`src/core/rsc_pkg.sv`:
```
// shared constants and carriers of the reset source controller
package rsc_pkg;
   // clock and timing
   localparam int CLK_PERIOD_NS = 5;          // 200 MHz system clock
   localparam int T_POR_NS      = 300000;     // power-up release delay, 0.3 ms
   localparam int POR_DLY_CYC   = T_POR_NS / CLK_PERIOD_NS;
   localparam int POR_CNT_W     = 17;         // width of the delay counter

   // register map: word index, byte address is four times the index
   localparam int         WB_ADR_W      = 10;
   localparam logic [7:0] REG_CAUSE_IDX = 8'hEF;  // reset cause register
   localparam logic [7:0] REG_SMON_IDX  = 8'hEE;  // supply monitor control

   // cause register bit positions
   localparam int BIT_PIN   = 0;
   localparam int BIT_PWR   = 1;
   localparam int BIT_MCD   = 2;
   localparam int BIT_WDT   = 3;
   localparam int BIT_SW    = 4;
   localparam int BIT_CMP   = 5;
   localparam int BIT_FLASH = 6;

   // supply monitor control bit positions
   localparam int BIT_SMON_EN  = 7;
   localparam int BIT_SMON_SEL = 6;

   // reset values
   localparam logic [7:0]  CAUSE_RST      = 8'h00;
   localparam logic [1:0]  SMON_RST       = 2'h3;   // enabled and selected
   localparam logic [7:0]  PORT_RESET_VAL = 8'hFF;
   localparam logic [15:0] FETCH_START    = 16'h0000;

   // sequencer states
   typedef enum logic [2:0] {
      ST_RUN   = 3'b000,
      ST_POR   = 3'b001,
      ST_DELAY = 3'b010,
      ST_HOLD  = 3'b011,
      ST_EXIT  = 3'b100
   } rsc_state_t;

   // controls held toward the core while in reset
   typedef struct packed {
      logic halt;         // stop execution
      logic sfr_init;     // load register reset values
      logic irq_tmr_off;  // interrupts and timers off
      logic sp_init;      // stack pointer only, data memory kept
   } rsc_core_t;

   // one-cycle actions on leaving reset
   typedef struct packed {
      logic        pc_clear;      // program counter to start
      logic        wdt_enable;    // watchdog on
      logic        clk_internal;  // internal oscillator as system clock
      logic [15:0] fetch_addr;    // first fetch address
   } rsc_exit_t;

   // port pin state
   typedef struct packed {
      logic       open_drain;   // latches in open-drain mode
      logic       weak_pullup;  // weak pullups on
      logic [7:0] latch;        // output latch value
   } rsc_port_t;
endpackage

```
`src/core/rsc_ctrl.sv`:
```
// Function
// RL1: any source halts core, inits registers, ports
// RL2: non-power resets keep data memory intact
// RL3: port latches ones, open-drain, pullups on
// RL4: drive pin low only for power resets
// RL5: on exit clear pc, watchdog, internal clock
// RL6: power-up waits supply then release delay
// RL7: power-up sets power flag; others clear it
// RL8: power-up enables and selects supply monitor
// RL9: supply drop drives pin, holds core reset
// RL10: supply reset sets power flag, no delay
// RL11: monitor settings survive all non-power resets
// RL12: flash writes ignored while monitor disabled
// RL13: low pin enters reset, sets pin flag
// RL14: missing clock resets when enabled, flags it
// RL15: clock-loss bit writes enable, reads flag
// RL16: comparator bit enables comparator reset source
// RL17: software lets comparator settle before enabling
// RL18: watchdog expiry resets and sets its flag
// RL19: illegal flash access resets, sets flash flag
// RL20: software bit write forces reset, flags it
// RL21: cause register bit layout, some read-only
// RL22: cause register at index 0xEF
// RL23: release synchronous, all leave together
`timescale 1ns/100ps
module rsc_ctrl #(
   parameter int POR_DELAY_CYC = rsc_pkg::POR_DLY_CYC  // power-up delay
) (
   input  wire logic                        CLK,            // system clock
   input  wire logic                        RST,            // power-up root
   input  wire logic                        WB_CYC_I,       // bus cycle
   input  wire logic                        WB_STB_I,       // bus strobe
   input  wire logic                        WB_WE_I,        // write
   input  wire logic [rsc_pkg::WB_ADR_W-1:0] WB_ADR_I,      // byte address
   input  wire logic [3:0]                  WB_SEL_I,       // byte lanes
   input  wire logic [31:0]                 WB_DAT_I,       // write data
   output logic      [31:0]                 WB_DAT_O,       // read data
   output logic                             WB_ACK_O,       // acknowledge
   input  wire logic                        SUPPLY_OK,      // above threshold
   input  wire logic                        RESET_PIN_N_I,  // pin level
   output logic                             RESET_PIN_N_O,  // pin drive value
   output logic                             RESET_PIN_N_OE, // pin drive on
   input  wire logic                        CLOCK_MISSING,  // detector timeout
   input  wire logic                        CMP_BELOW,      // plus below minus
   input  wire logic                        WDT_EXPIRE,     // watchdog overflow
   input  wire logic                        FLASH_FAULT,    // illegal access
   input  wire logic                        FLASH_WR_REQ,   // erase/write req
   output logic                             FLASH_WR_GRANT, // req let through
   output rsc_pkg::rsc_core_t               CORE_CTRL,      // held in reset
   output rsc_pkg::rsc_exit_t               CORE_EXIT,      // exit actions
   output rsc_pkg::rsc_port_t               PORT_CTRL       // port pin state
);

   // refuse delays the counter cannot hold
   if (POR_DELAY_CYC < 1 || POR_DELAY_CYC >= (1 << rsc_pkg::POR_CNT_W))
      $error("POR_DELAY_CYC out of range");

   // cut on purpose: the range check above keeps the upper bits zero
   localparam logic [rsc_pkg::POR_CNT_W-1:0] DLY_LOAD =
      POR_DELAY_CYC[rsc_pkg::POR_CNT_W-1:0];

   rsc_pkg::rsc_state_t             state_q;     // sequencer state
   rsc_pkg::rsc_state_t             state_d;     // next state
   logic [rsc_pkg::POR_CNT_W-1:0]   dly_q;       // release delay count
   logic [7:0]                      cause_q;     // visible cause flags
   logic [7:0]                      pend_q;      // cause of current reset
   logic [7:0]                      src_vec;     // cause of a new reset
   logic [1:0]                      smon_q;      // monitor enable, select
   logic                            mcd_en_q;    // clock-loss detector on
   logic                            cmp_en_q;    // comparator source on
   logic                            sw_q;        // software request pending
   logic                            drive_q;     // pin pulled low
   logic                            drive_d;     // next pin drive
   logic                            ack_q;       // bus ack
   logic [31:0]                     rdat_q;      // bus read data
   logic                            any_src;     // some source active
   logic                            supply_low;  // monitored supply drop
   logic                            pin_low;     // external pin reset
   logic                            bus_wr;      // write takes effect
   logic [7:0]                      wr_idx;      // addressed word index

   // priority encode the cause of a reset; power classes win
   function automatic logic [7:0] cause_of(input logic sup, input logic pin,
                                           input logic clock_loss_detector, input logic cmp,
                                           input logic wdt, input logic fl,
                                           input logic sw);
      logic [7:0] v;
      v = 8'h00;
      if (sup)
         v[rsc_pkg::BIT_PWR] = 1'b1;
      else if (pin)
         v[rsc_pkg::BIT_PIN] = 1'b1;
      else if (clock_loss_detector)
         v[rsc_pkg::BIT_MCD] = 1'b1;
      else if (cmp)
         v[rsc_pkg::BIT_CMP] = 1'b1;
      else if (wdt)
         v[rsc_pkg::BIT_WDT] = 1'b1;
      else if (fl)
         v[rsc_pkg::BIT_FLASH] = 1'b1;
      else if (sw)
         v[rsc_pkg::BIT_SW] = 1'b1;
      return v;
   endfunction

   // source qualification
   always_comb begin
      // RL9: supply drop counts only when enabled and selected
      supply_low = ~SUPPLY_OK & smon_q[1] & smon_q[0];
      // RL13: our own pull is not an external reset
      pin_low    = ~RESET_PIN_N_I & ~drive_q;
      // RL14: detector gated by its enable
      // RL16: comparator gated by its enable
      // RL18: watchdog expiry
      // RL19: flash fault
      // RL20: software request
      src_vec    = cause_of(supply_low, pin_low, CLOCK_MISSING & mcd_en_q,
                            CMP_BELOW & cmp_en_q, WDT_EXPIRE, FLASH_FAULT,
                            sw_q);
      any_src    = |src_vec;
   end

   // next state of the sequencer
   always_comb begin
      state_d = state_q;
      case (state_q)
         rsc_pkg::ST_RUN: begin
            if (any_src)
               state_d = rsc_pkg::ST_HOLD;
         end
         // RL6: hold until supply above threshold
         rsc_pkg::ST_POR: begin
            if (SUPPLY_OK)
               state_d = rsc_pkg::ST_DELAY;
         end
         // RL6: release delay, restarted on a new drop
         rsc_pkg::ST_DELAY: begin
            if (!SUPPLY_OK)
               state_d = rsc_pkg::ST_POR;
            else if (dly_q == 1)
               state_d = rsc_pkg::ST_EXIT;
         end
         // RL10: supply reset leaves with no delay
         rsc_pkg::ST_HOLD: begin
            if (!supply_low && !pin_low && !(CLOCK_MISSING & mcd_en_q) &&
                !(CMP_BELOW & cmp_en_q) && !WDT_EXPIRE && !FLASH_FAULT)
               state_d = rsc_pkg::ST_EXIT;
         end
         rsc_pkg::ST_EXIT: begin
            state_d = rsc_pkg::ST_RUN;
         end
         default: state_d = rsc_pkg::ST_POR;
      endcase
   end

   // RL23: all state on the one clock, release on one edge
   always_ff @(posedge CLK) begin
      if (RST)
         state_q <= rsc_pkg::ST_POR;
      else
         state_q <= state_d;
   end

   // release delay counter, loaded as the supply settles
   always_ff @(posedge CLK) begin
      if (RST)
         dly_q <= '0;
      else if (state_q == rsc_pkg::ST_POR)
         dly_q <= DLY_LOAD;
      else if (state_q == rsc_pkg::ST_DELAY && dly_q != 0)
         dly_q <= dly_q - 1'b1;
   end

   // cause held through the reset, captured on entry
   always_ff @(posedge CLK) begin
      if (RST)
         pend_q <= 8'h01 << rsc_pkg::BIT_PWR;  // power flag
      else if (state_q == rsc_pkg::ST_RUN && any_src)
         pend_q <= src_vec;
   end

   // RL7: visible flags cleared by the power-up root, otherwise change only on exit from reset
   // RL13: pin flag appears on exit
   always_ff @(posedge CLK) begin
      if (RST)
         cause_q <= rsc_pkg::CAUSE_RST;
      else if (state_q == rsc_pkg::ST_EXIT)
         cause_q <= pend_q;
   end

   // RL4: pin pulled low only for the power classes
   always_comb begin
      drive_d = 1'b0;
      if (state_d == rsc_pkg::ST_POR || state_d == rsc_pkg::ST_DELAY)
         drive_d = 1'b1;
      else if (state_d == rsc_pkg::ST_HOLD)
         drive_d = (state_q == rsc_pkg::ST_RUN) ? src_vec[rsc_pkg::BIT_PWR]
                                                : pend_q[rsc_pkg::BIT_PWR];
   end

   // pin drive flop, low from the power-up reset on
   always_ff @(posedge CLK) begin
      if (RST)
         drive_q <= 1'b1;
      else
         drive_q <= drive_d;
   end

   // bus writes only land while the core runs
   assign wr_idx = WB_ADR_I[rsc_pkg::WB_ADR_W-1:2];
   assign bus_wr = WB_CYC_I & WB_STB_I & WB_WE_I & ack_q & WB_SEL_I[0] &
                   (state_q == rsc_pkg::ST_RUN);

   // RL8: power-up enables and selects the monitor
   // RL11: no other reset touches it
   always_ff @(posedge CLK) begin
      if (RST)
         smon_q <= rsc_pkg::SMON_RST;
      else if (bus_wr && wr_idx == rsc_pkg::REG_SMON_IDX)
         smon_q <= {WB_DAT_I[rsc_pkg::BIT_SMON_EN],
                    WB_DAT_I[rsc_pkg::BIT_SMON_SEL]};
   end

   // RL15: clock-loss enable, cleared by any reset
   // RL16: comparator enable, cleared by any reset
   always_ff @(posedge CLK) begin
      if (RST || state_q != rsc_pkg::ST_RUN) begin
         mcd_en_q <= 1'b0;
         cmp_en_q <= 1'b0;
      end else if (bus_wr && wr_idx == rsc_pkg::REG_CAUSE_IDX) begin
         mcd_en_q <= WB_DAT_I[rsc_pkg::BIT_MCD];
         cmp_en_q <= WB_DAT_I[rsc_pkg::BIT_CMP];
      end
   end

   // RL20: software request, consumed on entry to reset
   always_ff @(posedge CLK) begin
      if (RST || state_q == rsc_pkg::ST_HOLD)
         sw_q <= 1'b0;
      else if (bus_wr && wr_idx == rsc_pkg::REG_CAUSE_IDX &&
               WB_DAT_I[rsc_pkg::BIT_SW])
         sw_q <= 1'b1;
   end

   // one-cycle ack, dropped the cycle after it is given
   always_ff @(posedge CLK) begin
      if (RST)
         ack_q <= 1'b0;
      else
         ack_q <= WB_CYC_I & WB_STB_I & ~ack_q;
   end

   // RL21: cause read, bit 7 reserved as zero
   // RL22: cause at its fixed index, unmapped reads zero
   always_ff @(posedge CLK) begin
      if (RST)
         rdat_q <= 32'h0000_0000;
      else if (WB_CYC_I && WB_STB_I && !ack_q) begin
         if (wr_idx == rsc_pkg::REG_CAUSE_IDX)
            rdat_q <= {24'h00_0000, 1'b0, cause_q[6:0]};
         else if (wr_idx == rsc_pkg::REG_SMON_IDX)
            rdat_q <= {24'h00_0000, smon_q, 6'h00};
         else
            rdat_q <= 32'h0000_0000;
      end
   end

   assign WB_ACK_O = ack_q;
   assign WB_DAT_O = rdat_q;

   // RL4: open-drain pin, only ever pulled low
   assign RESET_PIN_N_O  = 1'b0;
   assign RESET_PIN_N_OE = drive_q;

   // RL12: flash erase and write need the monitor on
   assign FLASH_WR_GRANT = FLASH_WR_REQ & smon_q[1];

   // core controls held while not running
   always_comb begin
      // RL1: halt, register init, interrupts and timers off
      CORE_CTRL.halt        = (state_q != rsc_pkg::ST_RUN);
      CORE_CTRL.sfr_init    = (state_q != rsc_pkg::ST_RUN);
      CORE_CTRL.irq_tmr_off = (state_q != rsc_pkg::ST_RUN);
      // RL2: only the stack pointer, data memory kept
      CORE_CTRL.sp_init     = (state_q != rsc_pkg::ST_RUN);
      // RL5: one-cycle exit actions
      CORE_EXIT.pc_clear     = (state_q == rsc_pkg::ST_EXIT);
      CORE_EXIT.wdt_enable   = (state_q == rsc_pkg::ST_EXIT);
      CORE_EXIT.clk_internal = (state_q == rsc_pkg::ST_EXIT);
      CORE_EXIT.fetch_addr   = rsc_pkg::FETCH_START;
      // RL3: latches to ones in open drain, pullups always on
      PORT_CTRL.open_drain  = (state_q != rsc_pkg::ST_RUN);
      PORT_CTRL.weak_pullup = 1'b1;
      PORT_CTRL.latch       = rsc_pkg::PORT_RESET_VAL;
   end

   // checks of the sequencer
   AST_CORE_HALT: assert property (@(posedge CLK) disable iff (RST)  // RL1
      any_src && state_q == rsc_pkg::ST_RUN |=> CORE_CTRL.halt)
      else $error("source did not halt the core");

   AST_PORT_ONES: assert property (@(posedge CLK) disable iff (RST)  // RL3
      CORE_CTRL.halt |-> PORT_CTRL.open_drain && PORT_CTRL.latch == 8'hFF)
      else $error("ports not set in reset");

   AST_NO_PIN_SOFT: assert property (@(posedge CLK) disable iff (RST)  // RL4
      state_q == rsc_pkg::ST_HOLD && !pend_q[rsc_pkg::BIT_PWR]
      |-> !RESET_PIN_N_OE)
      else $error("pin driven for a soft reset");

   AST_EXIT_ACTS: assert property (@(posedge CLK) disable iff (RST)  // RL5
      $fell(CORE_CTRL.halt) |-> $past(CORE_EXIT.pc_clear) &&
      $past(CORE_EXIT.wdt_enable))
      else $error("exit without exit actions");

   AST_POR_DELAY: assert property (@(posedge CLK) disable iff (RST)  // RL6
      $rose(state_q == rsc_pkg::ST_EXIT) && $past(state_q) ==
      rsc_pkg::ST_DELAY |-> $past(dly_q) == 1)
      else $error("power-up release before delay");

   AST_PWR_FLAG: assert property (@(posedge CLK) disable iff (RST)  // RL7
      state_q == rsc_pkg::ST_EXIT |=> cause_q[rsc_pkg::BIT_PWR] ==
      $past(pend_q[rsc_pkg::BIT_PWR]) && $countones(cause_q) == 1)
      else $error("cause flags wrong after exit");

   AST_SUPPLY_DRIVE: assert property (@(posedge CLK) disable iff (RST)  // RL9
      state_q == rsc_pkg::ST_RUN && supply_low
      |=> state_q == rsc_pkg::ST_HOLD && RESET_PIN_N_OE)
      else $error("supply drop not handled");

   AST_SMON_KEEP: assert property (@(posedge CLK) disable iff (RST)  // RL11
      state_q != rsc_pkg::ST_RUN |=> $stable(smon_q))
      else $error("monitor settings changed by reset");

   AST_FLASH_GATE: assert property (@(posedge CLK) disable iff (RST)  // RL12
      FLASH_WR_GRANT |-> smon_q[1] && FLASH_WR_REQ)
      else $error("flash write passed with monitor off");

   AST_MCD_RESET: assert property (@(posedge CLK) disable iff (RST)  // RL14
      state_q == rsc_pkg::ST_RUN && mcd_en_q && CLOCK_MISSING && !supply_low
      && !pin_low |=> pend_q == 8'h04 ##1 state_q != rsc_pkg::ST_RUN)
      else $error("missing clock did not reset");

   AST_SW_RESET: assert property (@(posedge CLK) disable iff (RST)  // RL20
      bus_wr && wr_idx == rsc_pkg::REG_CAUSE_IDX && WB_DAT_I[rsc_pkg::BIT_SW]
      |-> ##[1:2] state_q == rsc_pkg::ST_HOLD)
      else $error("software reset not taken");

   // main scenarios
   COV_POWER_UP: cover property (@(posedge CLK) disable iff (RST)
      state_q == rsc_pkg::ST_DELAY ##1 state_q == rsc_pkg::ST_EXIT);
   COV_SOFT: cover property (@(posedge CLK) disable iff (RST)
      state_q == rsc_pkg::ST_EXIT && pend_q[rsc_pkg::BIT_SW]);
   COV_SUPPLY: cover property (@(posedge CLK) disable iff (RST)
      state_q == rsc_pkg::ST_EXIT && pend_q[rsc_pkg::BIT_PWR]);
   COV_WDT: cover property (@(posedge CLK) disable iff (RST)
      state_q == rsc_pkg::ST_EXIT && pend_q[rsc_pkg::BIT_WDT]);

endmodule // rsc_ctrl

```
`config.mk`:
```
export PLATFORM = sky130hd
export DESIGN_NAME = rsc_ctrl
export DESIGN_NICKNAME = d
export VERILOG_FILES = /design/src/core/rsc_pkg.sv /design/src/core/rsc_ctrl.sv
export SDC_FILE = /design/constraint.sdc
export NUM_CORES = 1
export LEC_CHECK = 0
export BUFFER_PORTS_ARGS = -buffer_cell sky130_fd_sc_hd__buf_2
export CAP_MARGIN = 25
export CORE_AREA = 2 2 88 90
export CTS_CLUSTER_DIAMETER = 100
export DETAILED_ROUTE_END_ITERATION = 7
export DIE_AREA = 0 0 90 92
export GPL_TIMING_DRIVEN = 1
export PLACE_DENSITY = 0.74
export SLEW_MARGIN = 20
export SYNTH_ARGS = -nofsm -noshare
export SYNTH_HDL_FRONTEND = slang
export SYNTH_SLANG_ARGS = --single-unit
```
`constraint.sdc`:
```
create_clock -name CLK -period 2.3 [get_ports CLK]
set_input_delay 0.69 -clock CLK [delete_from_list [all_inputs] [get_ports CLK]]
set_output_delay 0.69 -clock CLK [all_outputs]
set_load 0.02 [all_outputs]
```
Yosys cells after proc, flatten, opt, wreduce, memory -nomap -nowiden

Cells that the tools add are included.

Bitwise operators: 16
$lt $le $gt $ge: 0
$add $sub $neg: 1
Multiply operators: 0
Reductions and logical operators: 29
Eq/ne operators: 10
Divide/modulo/power cells: 0
Muxes and demuxes: 28
Shift operators: 0

Operators with widths:

| cell                                                  | number |
|---|---|
| 2-to-1 mux 16 bit                                     | 2 |
| equality test 17 x 1 -> 1 bit (second input constant) | 1 |
| nonzero test 17 bit                                   | 1 |
| subtractor 17 x 1 -> 17 bit (second input constant)   | 1 |
| equality test 8 bit (second input constant)           | 2 |
| 2-to-1 mux 8 bit                                      | 2 |
| 2-to-1 mux 3 bit                                      | 5 |
| case mux 3 bit (5 select lines)                       | 1 |
| 2-to-1 mux 1 bit                                      | 14 |
| AND 1 bit                                             | 12 |
| equality test 3 x 2 -> 1 bit (second input constant)  | 4 |
| logical AND 1 bit                                     | 12 |
| 2-to-1 mux 5 bit                                      | 2 |
| zero test 1 bit                                       | 7 |
| OR reduction 7 bit                                    | 1 |
| equality test 3 x 1 -> 1 bit (second input constant)  | 2 |
| 2-to-1 mux 4 bit                                      | 1 |
| NOT 1 bit                                             | 4 |
| OR reduction 2 bit                                    | 2 |
| equality test 3 bit (second input constant)           | 1 |
| zero test 3 bit                                       | 1 |
| logical OR 1 bit                                      | 3 |
| nonzero test 3 bit                                    | 1 |
| 2-to-1 mux 2 bit                                      | 1 |
| nonzero test 2 bit                                    | 1 |

Memories: 0
ROM bits: 0
Bits of input ports: 58
Word-level logic and storage cells: 96
Output and inout bits: 69
Bits in writable memories: 0
Register bits: 73
Bits in latches: 0

Logic depth before layout (Yosys ltp)

Word-level depth: 14
Mapped depth: 7
Depth with buffers taken out: 6

Worst setup path before layout

OpenSTA, ideal clock, no wires.

Path type: register -> register
Start point: reg dly_q[0] in the netlist's numbering
End point: reg dly_q[9] in the netlist's numbering
Arrival time: 2087 ps
Setup time: 74 ps
Cell stages (with the launch flop): 8
Path buffers: 1
Setup slack: 139 ps
Period minus slack after synthesis: 2161 ps
Required time: 2226 ps
Cells stage by stage: dfxtp_1 inv_1 ha_1 or4b_2 or4_4 buf_6 a31o_1 a31oi_1

Longest elaborated chain between the ends: 3
Elaborated cells on any way between the ends: 6
Classes of those cells: add/sub (1); mux (2); reduce/logical (3)

Ends and longest elaborated chain:

| item                                                               | RTL line                         | text |
|---|---|---|
| start: declaration                                                 | rsc_ctrl.sv:64                   | `logic [rsc_pkg::POR_CNT_W-1:0] dly_q;` |
| start signal: assignment                                           | rsc_ctrl.sv:171                  | `dly_q <= dly_q - 1'b1;` |
| subtractor 17 x 1 -> 17 bit or nonzero test 17 bit (tied branches) | rsc_ctrl.sv:171, rsc_ctrl.sv:170 |  |
| 2-to-1 mux 16 bit or logical AND 1 bit (tied branches)             | rsc_ctrl.sv:170                  | `else if (state_q == rsc_pkg::ST_DELAY && dly_q != 0)` |
| 2-to-1 mux 16 bit or nonzero test 2 bit (tied branches)            | --                               |  |

Parallel ways exist; a longest one is shown, timed or not. The select of a mux whose other input is x is not followed.
A chain may end at the register's enable or synchronous reset.

Worst setup path in the final report

Start point: reg dly_q[0] in the netlist's numbering
End point: reg dly_q[11] in the netlist's numbering

The elaborated chain is that of the path after synthesis.

==> summary.md <==
| Metric | Value |
|---|---|
| Critical path launch point type | `flop` |
| Cell Area, Synth | `2830 um^2` |
| Critical Path AT | `2380 ps` |
| # hold bufs at CTS | `0` |
| Fraction of registers with async set/reset | `0%` |
| Multi-input logic area | `1520 um^2` |
| Critical path fanouts, max | `8` |
| Antenna-violating nets left | `0` |
| Normalized max-slew margin | `61.0%` |
| Crit path from | `dly_q[0]` |
| H-tree depth | `2` |
| Cells after synthesis | `354` |
| DRC violations left | `0` |
| 1st-pass router iterations | `4` |
| Drt total wl | `6310 um` |
| Top_reg_cell synth | `dfxtp_1` |
| Fmax | `465 MHz` |
| Antenna diodes | `0` |
| Cell variety after synth | `50` |
| WL/cell | `12.6 um` |
| Std-Cell Core Area | `7450 um^2` |
| Worst hold-check path type | `flop to flop` |
| HP Start | `pend_q[6]` |
| Post-CTS Setup Repair Bufs | `0` |
| Global route overflow | `0` |
| Crit path cell chain | `inv_1, ha_1, or4b_4, or4_4, a21o_2, a31oi_1` |
| CTS resizes | `0` |
| Detail Placement HPWL | `4700 um` |
| TritonCTS clock tree | `built` |
| Vias in the first global route | `2322` |
| Least-Margin Pin Slew | `579 ps` |
| WS Path Type | `flop to flop` |
| Clock tree root buffer cell | `clkbuf_8` |
| RSZ-0062 raised after global routing | `no` |
| Power per cell area | `651 nW/um^2` |
| Num CTS Buffers | `5` |
| Gpl congestion | `0.889` |
| Fin Clk Skew | `10.5 ps` |
| Reg2reg start | `dly_q[0]` |
| Clock buffer depth | `2` |
| Via density | `5.13` |
| Final core utilization | `41.5%` |
| Leading cell type in the layout, fill and taps excluded | `conb_1` |
| Final Max Tran Viols | `0` |
| Clk_lat worst skew | `310 ps` |
| Fin crit period | `2150 ps` |
| DRT iter0 DRCs | `103` |
| Number of synthesized register bits | `49` |
| P&R area growth vs syn | `9.16%` |
| FF+latch area | `981 um^2` |
| Placed cell areas | `2990 um^2` |
| Outcome | `complete, no violations` |
| Cells after DPL | `494` |
| Static Leak | `1.23 nW` |
| Slowest CP cell | `or4_4` |
| Syn_area_per_cell | `7.99 um^2` |
| Crit-path max cell delay | `560 ps` |
| Synth warn | `0` |
| Die height | `92 um` |
| Nets | `460` |
| First-pass GRT wire length | `10300 um` |
| Tot GR Track Use | `15.0%` |
| Clock-pin transition on the worst setup and hold timing paths | `100 ps` |
| Post-synth EDFFs | `0` |
| Max cap viols | `0` |
| Fillers | `776` |
| I/O Buffers | `44` |
| Clock sink total | `49` |
| Final Cycle Share | `93.4%` |
| Post-route cell area | `3090 um^2` |
| Post-route insts no fill | `502` |
| Largest net degree at the start of global routing | `35` |
| Final hold violations | `0` |
| Die W | `90 um` |
| Initial Util | `38.0%` |
| Worst Path Required | `2530 ps` |
| Total negative setup slack | `0 ps` |
| Ports | `127` |
| Commonest non-fill, non-tap cells in the layout | `conb_1 (50), dfxtp_1 (49), buf_2 (44), nand2_1 (30), a21oi_1 (25)` |
| Worst setup EP type | `flop` |
| Sequential fraction of the synthesis area | `34.7%` |
| Die footprint | `8280 um^2` |
| Maximum vdd drop | `0.000230 V` |
| Share of cells above drive strength 1 | `20.0%` |
| Vias | `2573` |
| Number of setup violations in the final report | `0` |
| Antenna violations before repair | `0` |
| Core Rows | `32` |
==> kinds of logic (layout without fill, tap and decap cells) <==
group	after synthesis	after routing	share of synthesized area [%]
AOI/OAI and AO/OA	78	78	17.3
adders and majority gates	3	3	1.33
buffers and inverters	78	76	18.2
DFF	49	49	34.7
muxes	2	2	0.752
other	2	50	0.265
and+or+nand+nor	142	142	27.5
==> cells in the mapped netlist, drive strengths merged (3+ instances only) <==
library cell / n / area [um^2]
nand4: 7 / 43.8
o41ai: 3 / 26.3
a21o: 3 / 23.8
clkbuf: 10 / 37.5
a22oi: 7 / 52.6
nor3: 8 / 40.0
and4: 3 / 26.3
or2: 4 / 25.0
inv: 7 / 26.3
nand2: 30 / 113
o31ai: 5 / 37.5
or4: 10 / 83.8
nand3: 21 / 105
nand3b: 4 / 30.0
o21ai: 16 / 80.1
a21oi: 25 / 125
buf: 60 / 447
dfxtp: 49 / 981
nor2: 21 / 78.8
or3: 11 / 68.8
ha: 3 / 37.5
a31oi: 8 / 50.1
nor4: 10 / 62.6
==> through the flow <==
stage | hold slack [ps] | setup slack (ps) | power [mW]
after floorplan | 428 | 139 | 1.43
after global placement | 439 | 147 | 1.49
after detailed placement | 445 | 86.8 | 1.50
after CTS | 459 | 44.1 | 2.02
after global routing | 473 | 39.7 | 2.13
final | 453 | 151 | 2.01
==> critical path: cells and delay by family, from the launching register on <==
| family | cells | cell delay (ps) |
|---|---|---|
| and+or+nand+nor | 2 | 1060 |
| AOI/OAI and AO/OA | 2 | 380 |
| adders and majority gates | 1 | 210 |
| buffers and inverters | 1 | 100 |
| DFF | 1 | 320 |
==> layout make-up <==
| cell class | instances | area share, % |
|---|---|---|
| Clock inverter | 3 | 0.729 |
| Multi-Input combinational cell | 275 | 49.1 |
| Tap cell | 102 | 4.13 |
| Inverter | 8 | 0.972 |
| Sequential cell | 49 | 31.8 |
| Clock buffer | 5 | 2.23 |
| Timing Repair Buffer | 60 | 11.0 |
==> registers in the layout, summed over array words and instances (netlist names) <==
register and flops:
WB_DAT_O 8, dly_q 17, RESET_PIN_N_OE 1, cause_q 7, smon_q 2, state_q 3, cmp_en_q 1, pend_q 7
WB_ACK_O 1, sw_q 1, mcd_en_q 1
==> worst paths after layout <==
check             slack (ps)         end  cells past startpoint
hold / removal           450  cause_q[6]                      2
hold reg to reg          450  cause_q[6]                      2
setup / recovery         150   dly_q[11]                      6
setup reg to reg         150   dly_q[11]                      6
==> routing by layer <==
metal / vias to the layer above / GRT usage [%] / part of all wire (%)
met2: 79 / 26.1 / 49
met5: - / 0 / 0
met1: 1210 / 18.4 / 43
li1: 1275 / - / -
met3: 9 / 4.03 / 6.1
met4: 0 / 4.10 / 1.1
==> where the power goes <==
part,internal [mW],switching [mW]
combinational,0.192,0.351
sequential,0.893,0.0546
clock,0.216,0.302
total,1.30,0.708
Note: power is estimated with default switching activity, not from simulation.
